--- src/alac_pkg.sv ---
// Constants shared by the light-sensor converter control logic
package alac_pkg;
  // Register indices
  localparam logic [2:0] REG_SETUP   = 3'h0;
  localparam logic [2:0] REG_GAIN    = 3'h1;
  localparam logic [2:0] REG_UPPER   = 3'h2;
  localparam logic [2:0] REG_LOWER   = 3'h3;
  localparam logic [2:0] REG_RES_LO  = 3'h4;
  localparam logic [2:0] REG_RES_HI  = 3'h5;
  localparam logic [2:0] REG_CNT_LO  = 3'h6;
  localparam logic [2:0] REG_CNT_HI  = 3'h7;
  // Pointer byte strobe bits and index field width
  localparam int PTR_RESTART_BIT = 7;
  localparam int PTR_CLEAR_BIT   = 6;
  localparam int PTR_IDX_W       = 3;
  // Setup register fields
  localparam int SETUP_EN_BIT    = 7;
  localparam int SETUP_PD_BIT    = 6;
  localparam int SETUP_TMODE_BIT = 5;
  localparam int SETUP_DSEL_LSB  = 2;
  localparam int SETUP_WIDTH_LSB = 0;
  // Gain register fields
  localparam int GAIN_FLAG_BIT   = 5;
  localparam int GAIN_RANGE_LSB  = 2;
  localparam int GAIN_PERS_LSB   = 0;
  // Reset values and the fixed low byte of the limit compares
  localparam logic [7:0] UPPER_RST = 8'hff;
  localparam logic [7:0] LOWER_RST = 8'h00;
  localparam logic [7:0] LIMIT_LSB = 8'h00;
  // Diode select codes
  localparam logic [1:0] DSEL_FIRST = 2'h0;
  localparam logic [1:0] DSEL_SECOND = 2'h1;
  localparam logic [1:0] DSEL_DIFF  = 2'h2;
  localparam logic [1:0] DSEL_NOP   = 2'h3;
  // Persistence counts
  localparam logic [4:0] PERS_M0 = 5'h01;
  localparam logic [4:0] PERS_M1 = 5'h04;
  localparam logic [4:0] PERS_M2 = 5'h08;
  localparam logic [4:0] PERS_M3 = 5'h10;
  // Target address
  localparam logic [6:0] DEV_ADDR = 7'h44;
  // Range constants per gain code (informational, used by lux software)
  localparam int RANGE_K1 = 973;
  localparam int RANGE_K2 = 3892;
  localparam int RANGE_K3 = 15568;
  localparam int RANGE_K4 = 62272;
  // Oscillator timing
  localparam int CLK_KHZ      = 100000;
  localparam int OSC_FAST_KHZ = 655;
  localparam int OSC_FAST_DIV = CLK_KHZ / OSC_FAST_KHZ;
  localparam logic [8:0] DIV_FAST_LIM = 9'(OSC_FAST_DIV - 1);
  localparam logic [8:0] DIV_SLOW_LIM = 9'(2 * OSC_FAST_DIV - 1);
endpackage

--- src/alac_ctrl.sv ---
// Light-sensor converter control: two-wire target, registers, integration and alert
`timescale 1ns/1ps
module alac_ctrl #(
  parameter int unsigned CYC_W0 = 65536,
  parameter int unsigned CYC_W1 = 4096,
  parameter int unsigned CYC_W2 = 256,
  parameter int unsigned CYC_W3 = 16
) (
  // Clock and reset
  input  wire logic clk_in,
  input  wire logic srst_in,
  // Two-wire bus pins
  input  wire logic scl_in,
  input  wire logic sda_in,
  output logic      sda_out,
  output logic      sda_oe_out,
  // Front-end bitstreams
  input  wire logic diode1_in,
  input  wire logic diode2_in,
  // Alert pin
  output logic      int_n_out
);
  initial begin
    if (CYC_W0 < 1 || CYC_W0 > 65536 || CYC_W1 < 1 || CYC_W1 > 65536 ||
        CYC_W2 < 1 || CYC_W2 > 65536 || CYC_W3 < 1 || CYC_W3 > 65536) begin
      $error("alac_ctrl: cycle counts must lie in 1..65536");
    end
  end

  typedef enum logic [2:0] {I_IDLE, I_ADDR, I_PTR, I_WDATA, I_ACK, I_RDATA, I_RACK}
    alac_i2c_type;

  function automatic logic [16:0] width_cycles(input logic [1:0] code);
    case (code)
      2'h0:    width_cycles = 17'(CYC_W0);
      2'h1:    width_cycles = 17'(CYC_W1);
      2'h2:    width_cycles = 17'(CYC_W2);
      default: width_cycles = 17'(CYC_W3);
    endcase
  endfunction

  function automatic logic [15:0] sat_inc(input logic [15:0] a, input logic b);
    sat_inc = (a == 16'hffff) ? a : a + {15'h0000, b};
  endfunction

  // Input synchronisers
  logic [1:0] scl_sy_q, sda_sy_q, d1_sy_q, d2_sy_q;
  logic       scl_p_q, sda_p_q;
  always_ff @(posedge clk_in) begin
    if (srst_in) begin
      scl_sy_q <= 2'h3;
      sda_sy_q <= 2'h3;
      d1_sy_q  <= 2'h0;
      d2_sy_q  <= 2'h0;
      scl_p_q  <= 1'b1;
      sda_p_q  <= 1'b1;
    end else begin
      scl_sy_q <= {scl_sy_q[0], scl_in};
      sda_sy_q <= {sda_sy_q[0], sda_in};
      d1_sy_q  <= {d1_sy_q[0], diode1_in};
      d2_sy_q  <= {d2_sy_q[0], diode2_in};
      scl_p_q  <= scl_sy_q[1];
      sda_p_q  <= sda_sy_q[1];
    end
  end
  logic scl_s, sda_s, scl_rise, scl_fall, bus_start, bus_stop;
  assign scl_s     = scl_sy_q[1];
  assign sda_s     = sda_sy_q[1];
  assign scl_rise  = scl_s & ~scl_p_q;
  assign scl_fall  = ~scl_s & scl_p_q;
  assign bus_start = scl_s & scl_p_q & sda_p_q & ~sda_s;
  assign bus_stop  = scl_s & scl_p_q & ~sda_p_q & sda_s;

  // Register state
  logic       en_q, pd_q, tmode_q;
  logic [1:0] dsel_q, width_q, gain_q, pers_q;
  logic [7:0] upper_q, lower_q;
  logic [15:0] result_q, tcap_q;
  logic       flag_q, int_n_q;

  // Target state
  alac_i2c_type ist_q, after_q;
  logic [7:0] shift_q, ptr_q, wr_data_q;
  logic [2:0] bcnt_q, wr_idx_q;
  logic       got_q, oe_q, ackok_q, wr_q, restart_q, clear_q;
  logic [7:0] rd_byte;

  always_comb begin
    rd_byte = 8'h00;
    if (ptr_q[5:alac_pkg::PTR_IDX_W] == 3'h0) begin
      case (ptr_q[alac_pkg::PTR_IDX_W-1:0])
        alac_pkg::REG_SETUP:  rd_byte = {en_q, pd_q, tmode_q, 1'b0, dsel_q, width_q};
        alac_pkg::REG_GAIN:   rd_byte = {2'h0, flag_q, 1'b0, gain_q, pers_q};
        alac_pkg::REG_UPPER:  rd_byte = upper_q;
        alac_pkg::REG_LOWER:  rd_byte = lower_q;
        alac_pkg::REG_RES_LO: rd_byte = result_q[7:0];
        alac_pkg::REG_RES_HI: rd_byte = result_q[15:8];
        alac_pkg::REG_CNT_LO: rd_byte = tcap_q[7:0];
        alac_pkg::REG_CNT_HI: rd_byte = tcap_q[15:8];
        default:    rd_byte = 8'h00;
      endcase
    end
  end

  // Two-wire target; SDA changes while SCL is low, except the release at a start or stop
  always_ff @(posedge clk_in) begin
    if (srst_in) begin
      ist_q     <= I_IDLE;
      after_q   <= I_IDLE;
      shift_q   <= 8'h00;
      ptr_q     <= 8'h00;
      bcnt_q    <= 3'h0;
      got_q     <= 1'b0;
      oe_q      <= 1'b0;
      ackok_q   <= 1'b0;
      wr_q      <= 1'b0;
      wr_idx_q  <= 3'h0;
      wr_data_q <= 8'h00;
      restart_q <= 1'b0;
      clear_q   <= 1'b0;
    end else begin
      wr_q      <= 1'b0;
      restart_q <= 1'b0;
      clear_q   <= 1'b0;
      if (bus_start) begin
        ist_q  <= I_ADDR;
        bcnt_q <= 3'h0;
        got_q  <= 1'b0;
        oe_q   <= 1'b0;
      end else if (bus_stop) begin
        ist_q <= I_IDLE;
        oe_q  <= 1'b0;
      end else begin
        case (ist_q)
          I_ADDR, I_PTR, I_WDATA: begin
            if (scl_rise) begin
              shift_q <= {shift_q[6:0], sda_s};
              bcnt_q  <= bcnt_q + 3'h1;
              got_q   <= (bcnt_q == 3'h7);
            end else if (scl_fall && got_q) begin
              got_q <= 1'b0;
              oe_q  <= 1'b1;
              ist_q <= I_ACK;
              if (ist_q == I_ADDR) begin
                if (shift_q[7:1] == alac_pkg::DEV_ADDR) begin
                  after_q <= shift_q[0] ? I_RDATA : I_PTR;
                end else begin
                  oe_q  <= 1'b0;
                  ist_q <= I_IDLE;
                end
              end else if (ist_q == I_PTR) begin
                ptr_q     <= shift_q;
                restart_q <= shift_q[alac_pkg::PTR_RESTART_BIT];
                clear_q   <= shift_q[alac_pkg::PTR_CLEAR_BIT];
                after_q   <= I_WDATA;
              end else begin
                wr_q      <= (ptr_q[5:alac_pkg::PTR_IDX_W] == 3'h0);
                wr_idx_q  <= ptr_q[alac_pkg::PTR_IDX_W-1:0];
                wr_data_q <= shift_q;
                ptr_q     <= ptr_q + 8'h01;
                after_q   <= I_WDATA;
              end
            end
          end
          I_ACK: begin
            if (scl_fall) begin
              bcnt_q <= 3'h0;
              ist_q  <= after_q;
              if (after_q == I_RDATA) begin
                shift_q <= rd_byte;
                oe_q    <= ~rd_byte[7];
                ptr_q   <= ptr_q + 8'h01;
              end else begin
                oe_q <= 1'b0;
              end
            end
          end
          I_RDATA: begin
            if (scl_fall) begin
              if (bcnt_q == 3'h7) begin
                oe_q  <= 1'b0;
                ist_q <= I_RACK;
              end else begin
                oe_q    <= ~shift_q[6];
                shift_q <= {shift_q[6:0], 1'b0};
                bcnt_q  <= bcnt_q + 3'h1;
              end
            end
          end
          I_RACK: begin
            if (scl_rise) begin
              ackok_q <= ~sda_s;
            end else if (scl_fall) begin
              bcnt_q <= 3'h0;
              if (ackok_q) begin
                shift_q <= rd_byte;
                oe_q    <= ~rd_byte[7];
                ptr_q   <= ptr_q + 8'h01;
                ist_q   <= I_RDATA;
              end else begin
                ist_q <= I_IDLE;
              end
            end
          end
          default: ist_q <= I_IDLE;
        endcase
      end
    end
  end

  // Host-written configuration
  always_ff @(posedge clk_in) begin
    if (srst_in) begin
      en_q    <= 1'b0;
      pd_q    <= 1'b0;
      tmode_q <= 1'b0;
      dsel_q  <= alac_pkg::DSEL_FIRST;
      width_q <= 2'h0;
      gain_q  <= 2'h0;
      pers_q  <= 2'h0;
      upper_q <= alac_pkg::UPPER_RST;
      lower_q <= alac_pkg::LOWER_RST;
    end else if (wr_q) begin
      case (wr_idx_q)
        alac_pkg::REG_SETUP: begin
          en_q    <= wr_data_q[alac_pkg::SETUP_EN_BIT];
          pd_q    <= wr_data_q[alac_pkg::SETUP_PD_BIT];
          tmode_q <= wr_data_q[alac_pkg::SETUP_TMODE_BIT];
          dsel_q  <= wr_data_q[alac_pkg::SETUP_DSEL_LSB+:2];
          width_q <= wr_data_q[alac_pkg::SETUP_WIDTH_LSB+:2];
        end
        alac_pkg::REG_GAIN: begin
          gain_q <= wr_data_q[alac_pkg::GAIN_RANGE_LSB+:2];
          pers_q <= wr_data_q[alac_pkg::GAIN_PERS_LSB+:2];
        end
        alac_pkg::REG_UPPER: upper_q <= wr_data_q;
        alac_pkg::REG_LOWER: lower_q <= wr_data_q;
        default: ;
      endcase
    end
  end

  // Conversion core
  logic        active, tick, phase_end, done, out_win, alert_set;
  logic [8:0]  div_q;
  logic [16:0] cyc_q;
  logic        phase_q;
  logic [15:0] acc1_q, acc2_q, timer_q, acc1_nx, acc2_nx, res_nx;
  logic [16:0] diff;
  logic [4:0]  pcnt_q, pers_m;

  // Held in reset while disabled or powered down; no-op code integrates nothing
  assign active = en_q & ~pd_q & (dsel_q != alac_pkg::DSEL_NOP);
  // Low ranges use the slow divider so they tick at half rate
  assign tick = (div_q == (gain_q[1] ? alac_pkg::DIV_FAST_LIM :
                           alac_pkg::DIV_SLOW_LIM));
  assign phase_end = tmode_q ? restart_q :
                     (tick && (cyc_q == width_cycles(width_q) - 17'h00001));
  assign done = active & phase_end & ((dsel_q != alac_pkg::DSEL_DIFF) | phase_q);
  assign acc1_nx = sat_inc(acc1_q, tick & d1_sy_q[1] &
                   ((dsel_q == alac_pkg::DSEL_FIRST) |
                    ((dsel_q == alac_pkg::DSEL_DIFF) & ~phase_q)));
  assign acc2_nx = sat_inc(acc2_q, tick & d2_sy_q[1] &
                   ((dsel_q == alac_pkg::DSEL_SECOND) |
                    ((dsel_q == alac_pkg::DSEL_DIFF) & phase_q)));
  assign diff = {1'b0, acc1_nx} - {1'b0, acc2_nx};
  always_comb begin
    case (dsel_q)
      alac_pkg::DSEL_SECOND: res_nx = acc2_nx;
      alac_pkg::DSEL_DIFF:   res_nx = diff[16:1];
      default:               res_nx = acc1_nx;
    endcase
  end
  always_comb begin
    case (pers_q)
      2'h0:    pers_m = alac_pkg::PERS_M0;
      2'h1:    pers_m = alac_pkg::PERS_M1;
      2'h2:    pers_m = alac_pkg::PERS_M2;
      default: pers_m = alac_pkg::PERS_M3;
    endcase
  end
  assign out_win = (res_nx > {upper_q, alac_pkg::LIMIT_LSB}) |
                   (res_nx < {lower_q, alac_pkg::LIMIT_LSB});
  assign alert_set = done & out_win & ((pcnt_q + 5'h01) >= pers_m);

  always_ff @(posedge clk_in) begin
    if (srst_in || !active) begin
      div_q   <= 9'h000;
      cyc_q   <= 17'h00000;
      phase_q <= 1'b0;
      acc1_q  <= 16'h0000;
      acc2_q  <= 16'h0000;
      timer_q <= 16'h0000;
      pcnt_q  <= 5'h00;
    end else begin
      div_q   <= tick ? 9'h000 : div_q + 9'h001;
      timer_q <= timer_q + {15'h0000, tick};
      if (done) begin
        cyc_q   <= 17'h00000;
        phase_q <= 1'b0;
        acc1_q  <= 16'h0000;
        acc2_q  <= 16'h0000;
        timer_q <= 16'h0000;
        if (!out_win) begin
          pcnt_q <= 5'h00;
        end else if (pcnt_q < pers_m) begin
          pcnt_q <= pcnt_q + 5'h01;
        end
      end else if (phase_end) begin
        cyc_q   <= 17'h00000;
        phase_q <= 1'b1;
        acc1_q  <= acc1_nx;
        acc2_q  <= acc2_nx;
      end else begin
        cyc_q  <= cyc_q + {16'h0000, tick};
        acc1_q <= acc1_nx;
        acc2_q <= acc2_nx;
      end
    end
  end

  // Results survive disable so the host can still read the last conversion
  always_ff @(posedge clk_in) begin
    if (srst_in) begin
      result_q <= 16'h0000;
      tcap_q   <= 16'h0000;
    end else if (done) begin
      result_q <= res_nx;
      tcap_q   <= timer_q + {15'h0000, tick};
    end
  end

  // Alert flag: a new alert wins over a clear in the same cycle
  logic flag_d, flag_clr;
  assign flag_clr = clear_q |
                    (wr_q & (wr_idx_q == alac_pkg::REG_GAIN) &
                     ~wr_data_q[alac_pkg::GAIN_FLAG_BIT]);
  assign flag_d = alert_set | (flag_q & ~flag_clr);
  always_ff @(posedge clk_in) begin
    if (srst_in) begin
      flag_q  <= 1'b0;
      int_n_q <= 1'b1;
    end else begin
      flag_q  <= flag_d;
      int_n_q <= ~flag_d;
    end
  end

  logic sda_lo_q;
  always_ff @(posedge clk_in) begin
    sda_lo_q <= 1'b0;
  end
  assign sda_out    = sda_lo_q;
  assign sda_oe_out = oe_q;
  assign int_n_out  = int_n_q;
endmodule // alac_ctrl

--- config.mk ---
export PLATFORM = sky130hd
export DESIGN_NAME = alac_ctrl
export DESIGN_NICKNAME = d
export VERILOG_FILES = /design/src/alac_pkg.sv /design/src/alac_ctrl.sv
export SDC_FILE = /design/constraint.sdc
export NUM_CORES = 1
export LEC_CHECK = 0
export BUFFER_PORTS_ARGS = -buffer_cell sky130_fd_sc_hd__buf_2
export CORE_ASPECT_RATIO = 0.7
export CORE_UTILIZATION = 66
export CTS_BUF_LIST = sky130_fd_sc_hd__clkbuf_8
export CTS_CLUSTER_SIZE = 12
export DETAILED_ROUTE_END_ITERATION = 10
export PLACE_DENSITY = 0.84
export SLEW_MARGIN = 10
export SYNTH_ARGS = -nofsm -noshare
export SYNTH_HDL_FRONTEND = slang
export SYNTH_SLANG_ARGS = --single-unit
--- constraint.sdc ---
create_clock -name clk_in -period 7.7 [get_ports clk_in]
set_input_delay 1.54 -clock clk_in [delete_from_list [all_inputs] [get_ports clk_in]]
set_output_delay 1.54 -clock clk_in [all_outputs]
set_load 0.01 [all_outputs]
==> flow_summary.yaml <==
run_status:
  status: "finished, final reports clean"
route:
  antenna_left: 0
  drcViolationCount: 0
  wire_per_inst_um: 18.9
  routed_wl_um: 27900
  routed_via_density: 6.39
  drtPass1Iterations: 7
  num_vias: 9460
  drt_first_iter_violations: 1149
finish:
  nNetsFinal: 1334
  mostFrequentLayoutCells: "nor2_1 (200), dfxtp_1 (191), nand2_1 (113)"
  n_antenna_cell: 0
  drive_gt1_share_pct: 7.19
  nFillCells: 1209
  syn2layout_area_growth_pct: 5.61
  finalInstanceArea_um2: 11200
  final_common_cell: "nor2_1"
clocking:
  cts_sinks: 191
  clk_latency_ns: 0.49
  cts-root-buf: "clkbuf_8"
  clockBufferDepth: 2
  clk_pin_slew_ns: 0.10
  htree_levels: 4
  numCtsBuffers: 17
  cts_tree: "yes"
  ctsHoldBuffers: 0
synthesis:
  syn_inst: 1283
  synth_top_area_share_pct: 36.2
  syn_nets: 1350
  ys.flop_type: "dfxtp_1"
  ys_warn_count: 0
  ys_top_cells_by_area: "dfxtp_1 (36%), nor2_1 (7.1%), ha_1 (7.1%)"
  synth_cell_types: 83
  synth-seq-cells: 191
  async_flop_share_pct: 0
  syn_area_um2: 10600
  avgSynthCellArea_um2: 8.23
  synth-edff-count: 0
  yosysTopAreaCell: "dfxtp_1"
  seq_area_frac_synth_pct: 36.2
floorplan:
  core_um2: 15500
  start_util_pct: 67.9
  fp-row-count: 38
  die_h_um: 108
  io_pins: 9
  die_w_um: 153
  dieArea_um2: 16500
min_path:
  hold_start: "sda_sy_q[0]"
  hold_class: "flip-flop to flip-flop"
  whs_endpoint: "sda_sy_q[1]"
  hold_path_depth: 1
worst_setup_path:
  cp-start-kind: "flip-flop"
  ff2ff_path_depth: 28
  crit_path_max_fanout: 7
  crit_slowest_cell: "mux2i_1"
  cp_data_required_time_ns: 8.07
  crit_arrival_ns: 7.55
  r2r_slack_ns: 0.52
  worstSetupEndpointType: "flip-flop"
  slowest_delay_ns: 0.56
  rr_startpoint: "div_q[7]"
  critPathKind: "flip-flop to flip-flop"
  r2r-end: "pcnt_q[2]"
global_routing:
  grt_use_total_pct: 34.7
  grt_pass1_vias: 8480
  grt-ovfl-total: 0
  antenna_found_initial: 0
  grt_max_degree: 66
  grt_first_pass_wirelength_um: 44600
timing:
  slew_violations: 0
  setup_violations: 0
  fin_crit_sh_pct: 93.2
  hold_violations: 0
  rsz0062_at_grt: "false"
  hold_slack_ns: 0.418
  tightest_slew_ns: 1.11
  fin_crit_ns: 7.18
  max_freq_mhz: 139
  fin_setup_tns_ns: 0
  finClkSkew_ns: 0.0224
  slew_headroom_pct: 25.5
power_and_ir_drop:
  seqPwrFrac_pct: 58.3
  power_density_nw_per_um2: 154
  p_sw_share_pct: 25.0
  intPower_uw: 1290
  pwr-share-clk_pct: 38.5
  p_leak_uw: 0.00407
  total_power_uw: 1720
  combPwrFrac_pct: 3.3
  switchingPower_uw: 430
  ir_drop_uv: 166
placement:
  dpl-instance-area_um2: 10700
  hpwl_um: 20400
  io_buffers: 7
  gp_congestion: 0.947
run:
  maxCapViolCount: 0
[routing by layer]
| metal | GRT usage, % | up-vias | share of wire, % |
|---|---|---|---|
| met5 | 0 | - | 0 |
| met4 | 11.4 | 0 | 1.9 |
| met1 | 49.1 | 4393 | 46 |
| li1 | - | 4543 | - |
| met3 | 14.7 | 51 | 14 |
| met2 | 46.5 | 473 | 39 |
[state kept, by name (all words and copies together), names as in the netlist, 9 cells and up]
| register | flops |
|---|---|
| acc1_q | 16 |
| acc2_q | 16 |
| cyc_q | 17 |
| div_q | 9 |
| result_q | 16 |
| tcap_q | 16 |
| timer_q | 16 |
[power groups by stage]
stage | clock (uW) | combinational, uW | sequential (uW)
floorplan | 0 | 43.0 | 1020
global placement | 0 | 53.2 | 1030
detailed placement | 0 | 54.1 | 1030
CTS | 668 | 54.9 | 1000
global route | 704 | 61.9 | 1000
finish | 662 | 56.5 | 1000
[cells by family (layout without fill, tap and decap cells)]
kind of cell,after synthesis,in the layout,share of synthesized area (%)
and+or+nand+nor,535,535,24.5
AOI/OAI and AO/OA,277,277,18.3
buffers and inverters,107,104,3.85
muxes,41,41,3.92
other,1,1,0.0355
xor gates and xnor gates,69,69,5.72
adders and majority gates,62,62,7.39
DFF,191,191,36.2
[worst max-delay path by stage]
stage | startpoint | to | slack, ns | depth (start not counted)
after floorplan | dsel_q[0] | pcnt_q[3] | 1.26 | 30
after global placement | div_q[7] | pcnt_q[3] | 0.72 | 28
after detailed placement | div_q[7] | pcnt_q[4] | 0.49 | 31
after CTS | div_q[7] | pcnt_q[4] | 0.45 | 31
after global routing | div_q[5] | pcnt_q[3] | 0.004 | 32
final | div_q[7] | pcnt_q[2] | 0.52 | 28
[critical path: cells and delay by family, from the launching register on]
family	cells	cell delay, ns
and+or+nand+nor	12	3.10
AOI/OAI and AO/OA	11	1.89
adders and majority gates	3	1.02
muxes	2	0.68
DFF	1	0.37
[cell type report]
| class | instances | area (um^2) | share of cell area, % |
|---|---|---|---|
| inverter | 48 | 180 | 1.62 |
| timing repair buffer | 24 | 163 | 1.46 |
| clock inverter | 13 | 128 | 1.14 |
| clock buffer | 19 | 262 | 2.34 |
| tap | 200 | 250 | 2.24 |
| sequential | 191 | 3820 | 34.3 |
| multi-input combinational | 985 | 6350 | 56.9 |
[repair_timing]
action	in CTS	in global routing
setup endpoints to repair	0	7
buffers inserted	0	0
resized for setup	0	4
[stage by stage]
stage	setup WS, ns	util, %	cells
floorplan	1.26	-	1283
global placement	0.716	69.1	1448
detailed placement	0.490	69.1	1448
CTS	0.454	71.6	1480
global route	0.00369	71.7	1480
finish	0.523	71.7	1480
[cells in the mapped netlist (15+ instances only)]
cell        n
nor2_1    201
dfxtp_1   191
nand2_1   113
a21oi_1    67
ha_1       60
clkbuf_1   52
inv_1      47
nand3_1    46
mux2i_1    38
xnor2_1    36
o21ai_0    35
and3_1     33
xor2_1     33
a211oi_1   32
o211ai_1   22
nand2b_1   19
nand4_1    19
nor2b_1    19
nor3_1     19
a31oi_1    15
(Power assumes the default switching activity.)
